## src/inc/cgsf_pkg.sv

```systemverilog
// Purpose: Shared constants for the clock generator status, filter and trim block
// Assumes: 10 MHz system clock, 8-bit register port with word index addressing
// Notes: Offsets and timing figures of the design are named here; the bench writes its clock period and unmapped index as literals
package cgsf_pkg;
  // Register indexes on the plain register port
  localparam logic [2:0] ADDR_STATUS_ONE = 3'h0;
  localparam logic [2:0] ADDR_STATUS_TWO = 3'h1;
  localparam logic [2:0] ADDR_FILTER_UPPER = 3'h2;
  localparam logic [2:0] ADDR_FILTER_LOWER = 3'h3;
  localparam logic [2:0] ADDR_PERIOD_ADJUST = 3'h4;
  // Clock mode codes
  localparam logic [1:0] MODE_SELF = 2'h0;
  localparam logic [1:0] MODE_LOOP_INT = 2'h1;
  localparam logic [1:0] MODE_BYPASS_EXT = 2'h2;
  localparam logic [1:0] MODE_LOOP_EXT = 2'h3;
  // Field positions in status one and status two, and the filter upper field width
  localparam int POS_MODE_LO = 6;
  localparam int POS_REF_IN_USE = 5;
  localparam int POS_SLIP = 4;
  localparam int POS_LOCK = 3;
  localparam int POS_REF_LOSS = 2;
  localparam int POS_EXT_OK = 1;
  localparam int POS_IRQ = 0;
  localparam int POS_OSC_STABLE = 0;
  localparam int FILTER_UPPER_W = 4;
  // Reset values
  localparam logic [7:0] TRIM_RESET = 8'h80;
  localparam logic [11:0] FILTER_RESET = 12'h000;
  localparam logic [7:0] READ_IDLE = 8'h00;
  // Timing: clock domain crossing and filter latch sequence
  localparam int CLK_PERIOD_NS = 100;
  localparam int SYNC_TIME_NS = 200;
  localparam int LATCH_TIME_NS = 300;
  localparam int SYNC_CYCLES = (SYNC_TIME_NS + CLK_PERIOD_NS - 1) / CLK_PERIOD_NS;
  localparam int LATCH_CYCLES = (LATCH_TIME_NS + CLK_PERIOD_NS - 1) / CLK_PERIOD_NS;
  localparam logic [1:0] SYNC_CNT = 2'(SYNC_CYCLES);
  localparam logic [1:0] LATCH_CNT = 2'(LATCH_CYCLES);
  localparam logic [1:0] CNT_ZERO = 2'h0;
  localparam logic [1:0] CNT_ONE = 2'h1;
  // Oscillator stability check
  localparam logic [11:0] UNLOCK_TOL = 12'h004;
  localparam logic [1:0] STABLE_SAMPLES = 2'h2;
  // Mode status sequencer
  typedef enum logic [1:0] {MS_IDLE, MS_SYNC, MS_WAIT} cgsf_mode_state_type;
endpackage

```

## src/design/cgsf_stable_detect.sv

```systemverilog
// Purpose: Oscillator stability detector for the clock generator
// Assumes: One count error sample per i_sample pulse
// Notes: Cleared while the generator sits in the off state
`timescale 1ns/1ns
`default_nettype none
module cgsf_stable_detect (
  input wire logic i_clk,
  input wire logic i_rst,
  input wire logic i_sample,
  input wire logic [11:0] i_count_error,
  input wire logic i_osc_static,
  input wire logic i_clear,
  output logic o_stable
);
  logic [11:0] prev_error;
  logic [1:0] good_count;
  logic [11:0] delta;
  logic sample_ok;

  // Absolute change of the count error and tolerance check
  assign delta = (i_count_error >= prev_error) ? (i_count_error - prev_error)
                                               : (prev_error - i_count_error);
  assign sample_ok = (delta <= cgsf_pkg::UNLOCK_TOL) && !i_osc_static;

  // Two consecutive good samples make the oscillator stable
  always_ff @(posedge i_clk or posedge i_rst) begin
    if (i_rst) begin
      prev_error <= 12'h000;
      good_count <= cgsf_pkg::CNT_ZERO;
      o_stable <= 1'b0;
    end else if (i_clear) begin
      good_count <= cgsf_pkg::CNT_ZERO; // Off state clears it
      o_stable <= 1'b0;
    end else if (i_sample) begin
      prev_error <= i_count_error;
      if (!sample_ok) begin
        good_count <= cgsf_pkg::CNT_ZERO;
        o_stable <= 1'b0;
      end else if (good_count != cgsf_pkg::STABLE_SAMPLES) begin
        good_count <= good_count + cgsf_pkg::CNT_ONE;
        o_stable <= (good_count + cgsf_pkg::CNT_ONE) == cgsf_pkg::STABLE_SAMPLES;
      end
    end
  end
endmodule
`default_nettype wire

```

## src/design/cgsf_top.sv

```systemverilog
// Purpose: Status, flag, filter word and trim registers of the clock generator
// Assumes: Control register fields and loop events arrive as synchronous inputs
// Notes: Register port answers every read one cycle later, never stalls
`timescale 1ns/1ns
`default_nettype none
module cgsf_top (
  input wire logic i_clk,
  input wire logic i_rst,
  input wire logic [2:0] i_addr,
  input wire logic [7:0] i_wdata,
  input wire logic i_wr,
  input wire logic i_rd,
  output logic [7:0] o_rdata,
  input wire logic [1:0] i_mode_select,
  input wire logic i_mode_write,
  input wire logic i_off_state,
  input wire logic i_ref_select,
  input wire logic i_slip_reset_select,
  input wire logic i_ref_loss_reset_select,
  input wire logic i_lock_raw,
  input wire logic i_slip_event,
  input wire logic i_loss_event,
  input wire logic i_ext_ref_ok_raw,
  input wire logic i_err_sample,
  input wire logic [11:0] i_count_error,
  input wire logic i_osc_static,
  input wire logic [11:0] i_loop_filter,
  output logic [1:0] o_mode_status,
  output logic [11:0] o_filter_word,
  output logic [7:0] o_trim,
  output logic o_irq,
  output logic o_reset_req,
  output logic o_osc_monitor_en
);
  cgsf_pkg::cgsf_mode_state_type state;
  cgsf_pkg::cgsf_mode_state_type next_state;
  logic [1:0] mode_status;
  logic [1:0] target_mode;
  logic [1:0] sync_count;
  logic off_delay;
  logic reference_in_use;
  logic fll_slip_sticky;
  logic ref_loss_sticky;
  logic lock;
  logic ext_ref_ok;
  logic gen_irq_flag;
  logic clear_armed;
  logic [7:0] filter_low_shadow;
  logic [11:0] filter_word;
  logic [1:0] latch_count;
  logic [7:0] trim;
  logic osc_stable_flag;
  logic off_delay_seen;

  // Register port decode
  logic wr_status_one;
  logic rd_status_one;
  logic wr_upper;
  logic wr_lower;
  logic wr_trim;
  logic self_select;
  logic latch_busy;
  logic irq_event;
  logic reset_event;
  logic flag_clear;
  logic off_exit;
  logic target_ready;
  logic engaged;
  logic [7:0] status_one;
  logic [7:0] status_two;
  logic [7:0] read_mux;

  assign wr_status_one = i_wr && (i_addr == cgsf_pkg::ADDR_STATUS_ONE);
  assign rd_status_one = i_rd && (i_addr == cgsf_pkg::ADDR_STATUS_ONE);
  assign wr_upper = i_wr && (i_addr == cgsf_pkg::ADDR_FILTER_UPPER);
  assign wr_lower = i_wr && (i_addr == cgsf_pkg::ADDR_FILTER_LOWER);
  assign wr_trim = i_wr && (i_addr == cgsf_pkg::ADDR_PERIOD_ADJUST);
  assign self_select = (i_mode_select == cgsf_pkg::MODE_SELF);
  assign latch_busy = (latch_count != cgsf_pkg::CNT_ZERO);

  // Event routing: interrupt or reset by each select bit
  assign irq_event = (i_slip_event && !i_slip_reset_select) ||
                     (i_loss_event && !i_ref_loss_reset_select);
  assign reset_event = (i_slip_event && i_slip_reset_select) ||
                       (i_loss_event && i_ref_loss_reset_select);
  // Completed clear, unless a new event restarts the sequence
  assign flag_clear = wr_status_one && i_wdata[cgsf_pkg::POS_IRQ] &&
                      clear_armed && !irq_event;

  // Mode sequencer conditions
  assign off_exit = off_delay && !i_off_state;
  assign target_ready = (target_mode != cgsf_pkg::MODE_BYPASS_EXT || ext_ref_ok) &&
                        (!target_mode[0] || osc_stable_flag || !(off_delay_seen || off_delay));
  assign engaged = (mode_status == cgsf_pkg::MODE_LOOP_INT) ||
                   (mode_status == cgsf_pkg::MODE_LOOP_EXT);

  // Tracks that the pending switch came out of off
  always_ff @(posedge i_clk or posedge i_rst) begin
    if (i_rst) begin
      off_delay_seen <= 1'b0;
    end else if (off_exit) begin
      off_delay_seen <= 1'b1;
    end else if (state == cgsf_pkg::MS_WAIT && target_ready) begin
      off_delay_seen <= 1'b0;
    end
  end

  // Next state of the mode sequencer
  always_comb begin
    next_state = state;
    unique case (state)
      cgsf_pkg::MS_IDLE: begin
        if (off_exit) begin
          next_state = cgsf_pkg::MS_WAIT;
        end else if (i_mode_write) begin
          next_state = cgsf_pkg::MS_SYNC;
        end
      end
      cgsf_pkg::MS_SYNC: begin
        if (sync_count == cgsf_pkg::CNT_ONE) begin
          next_state = cgsf_pkg::MS_WAIT;
        end
      end
      cgsf_pkg::MS_WAIT: begin
        if (target_ready && !i_off_state) begin
          next_state = cgsf_pkg::MS_IDLE;
        end
      end
      default: next_state = cgsf_pkg::MS_IDLE;
    endcase
  end

  // Mode status updates after the crossing delay on a mode write; leaving off goes straight to wait
  always_ff @(posedge i_clk or posedge i_rst) begin
    if (i_rst) begin
      state <= cgsf_pkg::MS_IDLE;
      mode_status <= cgsf_pkg::MODE_SELF;
      target_mode <= cgsf_pkg::MODE_SELF;
      sync_count <= cgsf_pkg::CNT_ZERO;
      off_delay <= 1'b0;
    end else begin
      state <= next_state;
      off_delay <= i_off_state;
      if (state == cgsf_pkg::MS_IDLE && (i_mode_write || off_exit)) begin
        target_mode <= i_mode_select;
        sync_count <= cgsf_pkg::SYNC_CNT;
      end else if (sync_count != cgsf_pkg::CNT_ZERO) begin
        sync_count <= sync_count - cgsf_pkg::CNT_ONE;
      end
      if (state == cgsf_pkg::MS_WAIT && target_ready && !i_off_state) begin
        mode_status <= target_mode;
      end
    end
  end

  // Live status bits sampled from the generator
  always_ff @(posedge i_clk or posedge i_rst) begin
    if (i_rst) begin
      reference_in_use <= 1'b0;
      lock <= 1'b0;
      ext_ref_ok <= 1'b0;
    end else begin
      reference_in_use <= i_ref_select;
      lock <= i_lock_raw && engaged && !i_off_state;
      ext_ref_ok <= i_ext_ref_ok_raw;
    end
  end

  // Sticky flags, interrupt flag and its clear sequence; set beats clear
  always_ff @(posedge i_clk or posedge i_rst) begin
    if (i_rst) begin
      fll_slip_sticky <= 1'b0;
      ref_loss_sticky <= 1'b0;
      gen_irq_flag <= 1'b0;
      clear_armed <= 1'b0;
    end else begin
      fll_slip_sticky <= i_slip_event || (fll_slip_sticky && !flag_clear);
      ref_loss_sticky <= i_loss_event || (ref_loss_sticky && !flag_clear);
      gen_irq_flag <= irq_event || (gen_irq_flag && !flag_clear);
      if (irq_event || flag_clear) begin
        clear_armed <= 1'b0;
      end else if (rd_status_one && gen_irq_flag) begin
        clear_armed <= 1'b1;
      end
    end
  end

  // Filter word: shadow low byte, upper write latches all twelve bits
  always_ff @(posedge i_clk or posedge i_rst) begin
    if (i_rst) begin
      filter_low_shadow <= 8'h00;
      filter_word <= cgsf_pkg::FILTER_RESET;
      latch_count <= cgsf_pkg::CNT_ZERO;
    end else begin
      if (wr_lower && self_select) begin
        filter_low_shadow <= i_wdata;
      end
      if (!self_select) begin
        filter_word <= i_loop_filter;
      end else if (wr_upper && !latch_busy) begin
        filter_word <= {i_wdata[cgsf_pkg::FILTER_UPPER_W-1:0], filter_low_shadow};
        latch_count <= cgsf_pkg::LATCH_CNT;
      end
      if (latch_busy) begin
        latch_count <= latch_count - cgsf_pkg::CNT_ONE;
      end
    end
  end

  // Trim byte, freely written
  always_ff @(posedge i_clk or posedge i_rst) begin
    if (i_rst) begin
      trim <= cgsf_pkg::TRIM_RESET;
    end else if (wr_trim) begin
      trim <= i_wdata;
    end
  end

  // Oscillator stability check
  cgsf_stable_detect u_stable (
    .i_clk(i_clk),
    .i_rst(i_rst),
    .i_sample(i_err_sample),
    .i_count_error(i_count_error),
    .i_osc_static(i_osc_static),
    .i_clear(i_off_state),
    .o_stable(osc_stable_flag)
  );

  // Status images and read selection
  assign status_one = {mode_status, reference_in_use, fll_slip_sticky, lock,
                       ref_loss_sticky, ext_ref_ok, gen_irq_flag};
  assign status_two = {7'h00, osc_stable_flag};
  assign read_mux = (i_addr == cgsf_pkg::ADDR_STATUS_ONE) ? status_one :
                    (i_addr == cgsf_pkg::ADDR_STATUS_TWO) ? status_two :
                    (i_addr == cgsf_pkg::ADDR_FILTER_UPPER) ? {4'h0, filter_word[11:8]} :
                    (i_addr == cgsf_pkg::ADDR_FILTER_LOWER) ? filter_word[7:0] :
                    (i_addr == cgsf_pkg::ADDR_PERIOD_ADJUST) ? trim :
                    cgsf_pkg::READ_IDLE;

  // Registered outputs
  always_ff @(posedge i_clk or posedge i_rst) begin
    if (i_rst) begin
      o_rdata <= cgsf_pkg::READ_IDLE;
      o_mode_status <= cgsf_pkg::MODE_SELF;
      o_filter_word <= cgsf_pkg::FILTER_RESET;
      o_trim <= cgsf_pkg::TRIM_RESET;
      o_irq <= 1'b0;
      o_reset_req <= 1'b0;
      o_osc_monitor_en <= 1'b0;
    end else begin
      o_rdata <= i_rd ? read_mux : cgsf_pkg::READ_IDLE;
      o_mode_status <= mode_status;
      o_filter_word <= filter_word;
      o_trim <= trim;
      o_irq <= gen_irq_flag;
      o_reset_req <= reset_event;
      o_osc_monitor_en <= (mode_status == cgsf_pkg::MODE_SELF) && osc_stable_flag &&
                          !i_off_state;
    end
  end
endmodule
`default_nettype wire

```

## config.mk

```make
export PLATFORM = sky130hd
export DESIGN_NAME = cgsf_top
export DESIGN_NICKNAME = d
export VERILOG_FILES = /design/src/inc/cgsf_pkg.sv /design/src/design/cgsf_stable_detect.sv /design/src/design/cgsf_top.sv
export SDC_FILE = /design/constraint.sdc
export NUM_CORES = 1
export LEC_CHECK = 0
export ABC_AREA = 1
export BUFFER_PORTS_ARGS = -buffer_cell sky130_fd_sc_hd__buf_2
export CAP_MARGIN = 25
export CORE_ASPECT_RATIO = 0.5
export CORE_MARGIN = 1.5
export CORE_UTILIZATION = 63
export CTS_BUF_LIST = sky130_fd_sc_hd__clkbuf_8
export CTS_CLUSTER_SIZE = 20
export DETAILED_ROUTE_END_ITERATION = 10
export PLACE_DENSITY_LB_ADDON = 0.25
export SLEW_MARGIN = 0
export SYNTH_ARGS = -nofsm -noshare
export SYNTH_HDL_FRONTEND = slang
export SYNTH_SLANG_ARGS = --single-unit
```

## constraint.sdc

```tcl
create_clock -name i_clk -period 6.3 [get_ports i_clk]
set_input_delay 1.26 -clock i_clk [delete_from_list [all_inputs] [get_ports i_clk]]
set_output_delay 1.26 -clock i_clk [all_outputs]
set_load 0.05 [all_outputs]
```

==> flow_summary.rst <==
.. list-table::
   :header-rows: 1

   * - Metric
     - Value
   * - Worst min path class
     - reg -> reg
   * - Data required time of the critical path
     - approximately 6.6 ns
   * - Fraction of final layout cells with drive strength greater than 1
     - between 15 and 20%
   * - Count of pins over their slew limit
     - 0
   * - Antenna Nets Post-Route
     - 0
   * - Startpoint type of the worst setup path
     - input pin
   * - Endpoints failing hold
     - 0
   * - Number of diodes
     - 0
   * - Top cells by area, synth
     - sky130_fd_sc_hd__dfrtp_1 45%, sky130_fd_sc_hd__nand2_1 17%, sky130_fd_sc_hd__inv_1 8.1%
   * - # setup viols final
     - 0
   * - Post-CTS Hold Buffers
     - 0
   * - Hold slack final
     - 0.3961 ns
   * - Worst vdd rail ir drop
     - 226.0 uV
   * - Total vias in the final route
     - 4694
   * - Count of maximum capacitance violations
     - 0
   * - Weighted congestion at the end of routability-driven global placement
     - ~1
   * - Total routing resource utilization after global routing
     - around 30%
   * - Floorplan die height
     - about 67 um
   * - Clock tree from TritonCTS
     - built
   * - Setup repair after global routing missed its margin
     - false
   * - Largest delay share family, worst path
     - simple AND/OR/NAND/NOR gates
   * - Std-Cell Core Area
     - approximately 7600 um^2
   * - Full die area
     - between 8000 and 9000 um^2
   * - Lkg Pwr
     - around 3.2 nW
   * - Root buffer cell
     - sky130_fd_sc_hd__clkbuf_8
   * - Most area-hungry cell type in the Yosys netlist
     - sky130_fd_sc_hd__dfrtp_1
   * - Cell type of the slowest stage on the worst timing path
     - sky130_fd_sc_hd__ha_1
   * - Number of global-route vias before repair
     - ~4400
   * - Count of input and output buffers
     - 84
   * - Mean area per synthesized cell
     - approximately 7.7 um^2
   * - Commonest non-fill, non-tap cell in the layout
     - sky130_fd_sc_hd__nand2_1
   * - CTS-repair resized insts
     - 0
   * - Sequence of cells on the critical path
     - buf_2 -> inv_1 -> ha_1 -> nand2_2 -> inv_1 -> nand2_1 -> nand2_1 -> a21oi_2 -> nand2_4 -> inv_4 -> nand2_1 -> nand2_1 -> inv_1 -> nor2_2 -> nand2_2 -> nor2_4 -> nand4_1 -> nand2_1
   * - Maximum number of buffers from clock root to sink
     - 2
   * - Post-layout total power
     - approximately 1.8 mW
   * - Number of unique standard cell types used by synthesis
     - 35
   * - CTS clk-pin slew, worst paths
     - roughly 0.10 ns
   * - Pre-antenna DRT Iters
     - 5
   * - Slew of the pin with the lowest slew margin
     - ~0.92 ns
   * - Worst slew margin
     - about two fifths
   * - Overflow after GRT
     - 0
   * - Final HPWL from detailed placement
     - 9003 um
   * - Effective utilization at floorplan
     - between 60% and 70%
   * - DRT iter0 DRCs
     - just under 400
   * - Final net count
     - ~840
   * - DRT Wirelength
     - roughly 12000 um
   * - Post-CTS Repair Setup Buffers
     - 0
   * - Maximum fanout count along the critical path
     - 8
   * - Antenna violations before repair
     - 0
   * - Fin crit share
     - between 40% and 50%
   * - Critical path endpoint category
     - flip-flop
   * - Crit Path Category
     - in -> reg
   * - Netlist area before placement
     - 5124 um^2
   * - Clock Skews
     - roughly 0.0093 ns
   * - Most frequent cell on the critical path
     - sky130_fd_sc_hd__nand2_1
   * - Average wire per standard cell
     - 13.85 um
   * - Clock sink count
     - 95
   * - Slowest cell delay on critical path
     - roughly 0.40 ns
   * - Min Clock Period, post-route
     - between 3 and 4 ns
   * - Most frequent cells in the layout
     - 227 x sky130_fd_sc_hd__nand2_1, 110 x sky130_fd_sc_hd__inv_1, 93 x sky130_fd_sc_hd__dfrtp_1
   * - Die X
     - ~130 um
   * - Warning count from the yosys run
     - 0
   * - Remaining DRCs
     - 0
   * - Area overhead of the layout relative to synthesis
     - 15.14%
   * - Status
     - finished clean
   * - Wire length of the first global-routing pass
     - ~20000 um
   * - Critical path buffers and inverters
     - 5
   * - Syn_nets
     - ~750
   * - Fraction of synthesized cell area taken by the top area cell type
     - a little under half
   * - Portion of the post-synthesis area used by sequential elements
     - a little under half
   * - Power per unit of standard cell area
     - between 300 and 400 nW/um^2
   * - I/O pin count
     - 85
   * - Routed vias/inst
     - about 5.4
   * - Number of synthesized register bits
     - 95
   * - Max H-tree Level
     - 3
   * - Row cnt
     - 22
   * - Total negative setup slack
     - 0 ns
   * - Worst endpoint data arrival time
     - 3.42 ns
   * - Total clock buffers created by CTS
     - 9
   * - Largest net degree at the start of global routing
     - 89
   * - Clk Latency, worst-skew pair
     - around 0.36 ns
   * - Gate Count Post-Synth
     - around 670
   * - Peak clock frequency supported by timing
     - 321.2 MHz
sequential cells by signal, indices dropped and copies added (netlist names), 2 cells and up:
name                 cells
state                    2
o_rdata                  8
latch_count              2
mode_status              2
u_stable.prev_error     12
filter_low_shadow        8
u_stable.good_count      2
target_mode              2
filter_word             12
o_filter_word           12
o_mode_status            2
sync_count               2
o_trim                   8
trim                     8
through the flow:
step	util, %	setup WS, ns	area, um^2	cells
6_report	77.65	3.187	5899	868
5_1_grt	77.65	2.997	5899	868
4_1_cts	77.39	3.237	5879	867
3_5_place_dp	74.41	2.866	5653	852
3_3_place_gp	74.41	2.936	5653	852
2_1_floorplan	-	2.566	5124	669
final timing paths:
kind                                        start                 endpoint  cells after the start  slack, ns
hold reg to reg                           trim[7]                o_trim[7]                      0       0.40
hold / removal                            trim[7]                o_trim[7]                      0       0.40
setup / recovery                 i_count_error[6]   u_stable.good_count[1]                     18       3.19
setup reg to reg           u_stable.prev_error[6]   u_stable.good_count[1]                     16       3.84
max in group asynchronous                   i_rst                o_trim[7]                      4       4.45
min in group asynchronous                   i_rst  u_stable.prev_error[11]                      2       0.76
area by class of cell:
| cell class | count | area, um^2 |
|---|---|---|
| fill | 584 | 1698 |
| timing repair buffer | 87 | 455.4 |
| tap | 108 | 135.1 |
| sequential | 95 | 2380 |
| inverter | 113 | 429.2 |
| clock buffer | 10 | 137.6 |
| multi-input combinational | 450 | 2273 |
| clock inverter | 5 | 88.84 |
cells by family after synthesis:
group | share of synthesized area [%]
buf+inv | 9.182
simple gates | 27.18
flops | 46.45
fa+ha+maj | 6.838
compound gates | 9.842
xor+xnor | 0.5129
synthesized netlist by cell type, drive strengths merged:
master	count
nand2	235
inv	113
dfrtp	93
o21ai	45
nor2	42
nand3	35
ha	28
a31oi	17
a21oi	16
clkbuf	11
nand4	9
nor3	4
a41oi	3
xor2	3
and2	2
dfstp	2
nand3b	2
o21bai	2
a21o	1
a221oi	1
a22o	1
nor4	1
o211ai	1
o22ai	1
o32ai	1
layer usage:
metal | routed length, um | GRT usage, % | vias to the layer above
met4 | 258 | 9.615 | 0
met3 | 805 | 7.631 | 27
met5 | 0 | 0 | -
met1 | 5013 | 37.61 | 2211
met2 | 5945 | 52.37 | 183
li1 | - | - | 2273
power breakdown:
group / switching, mW / internal [mW]
sequential: 0.0707 / 0.714
clock: 0.222 / 0.237
combinational: 0.411 / 0.187
total: 0.703 / 1.14
(Power assumes the default switching activity.)
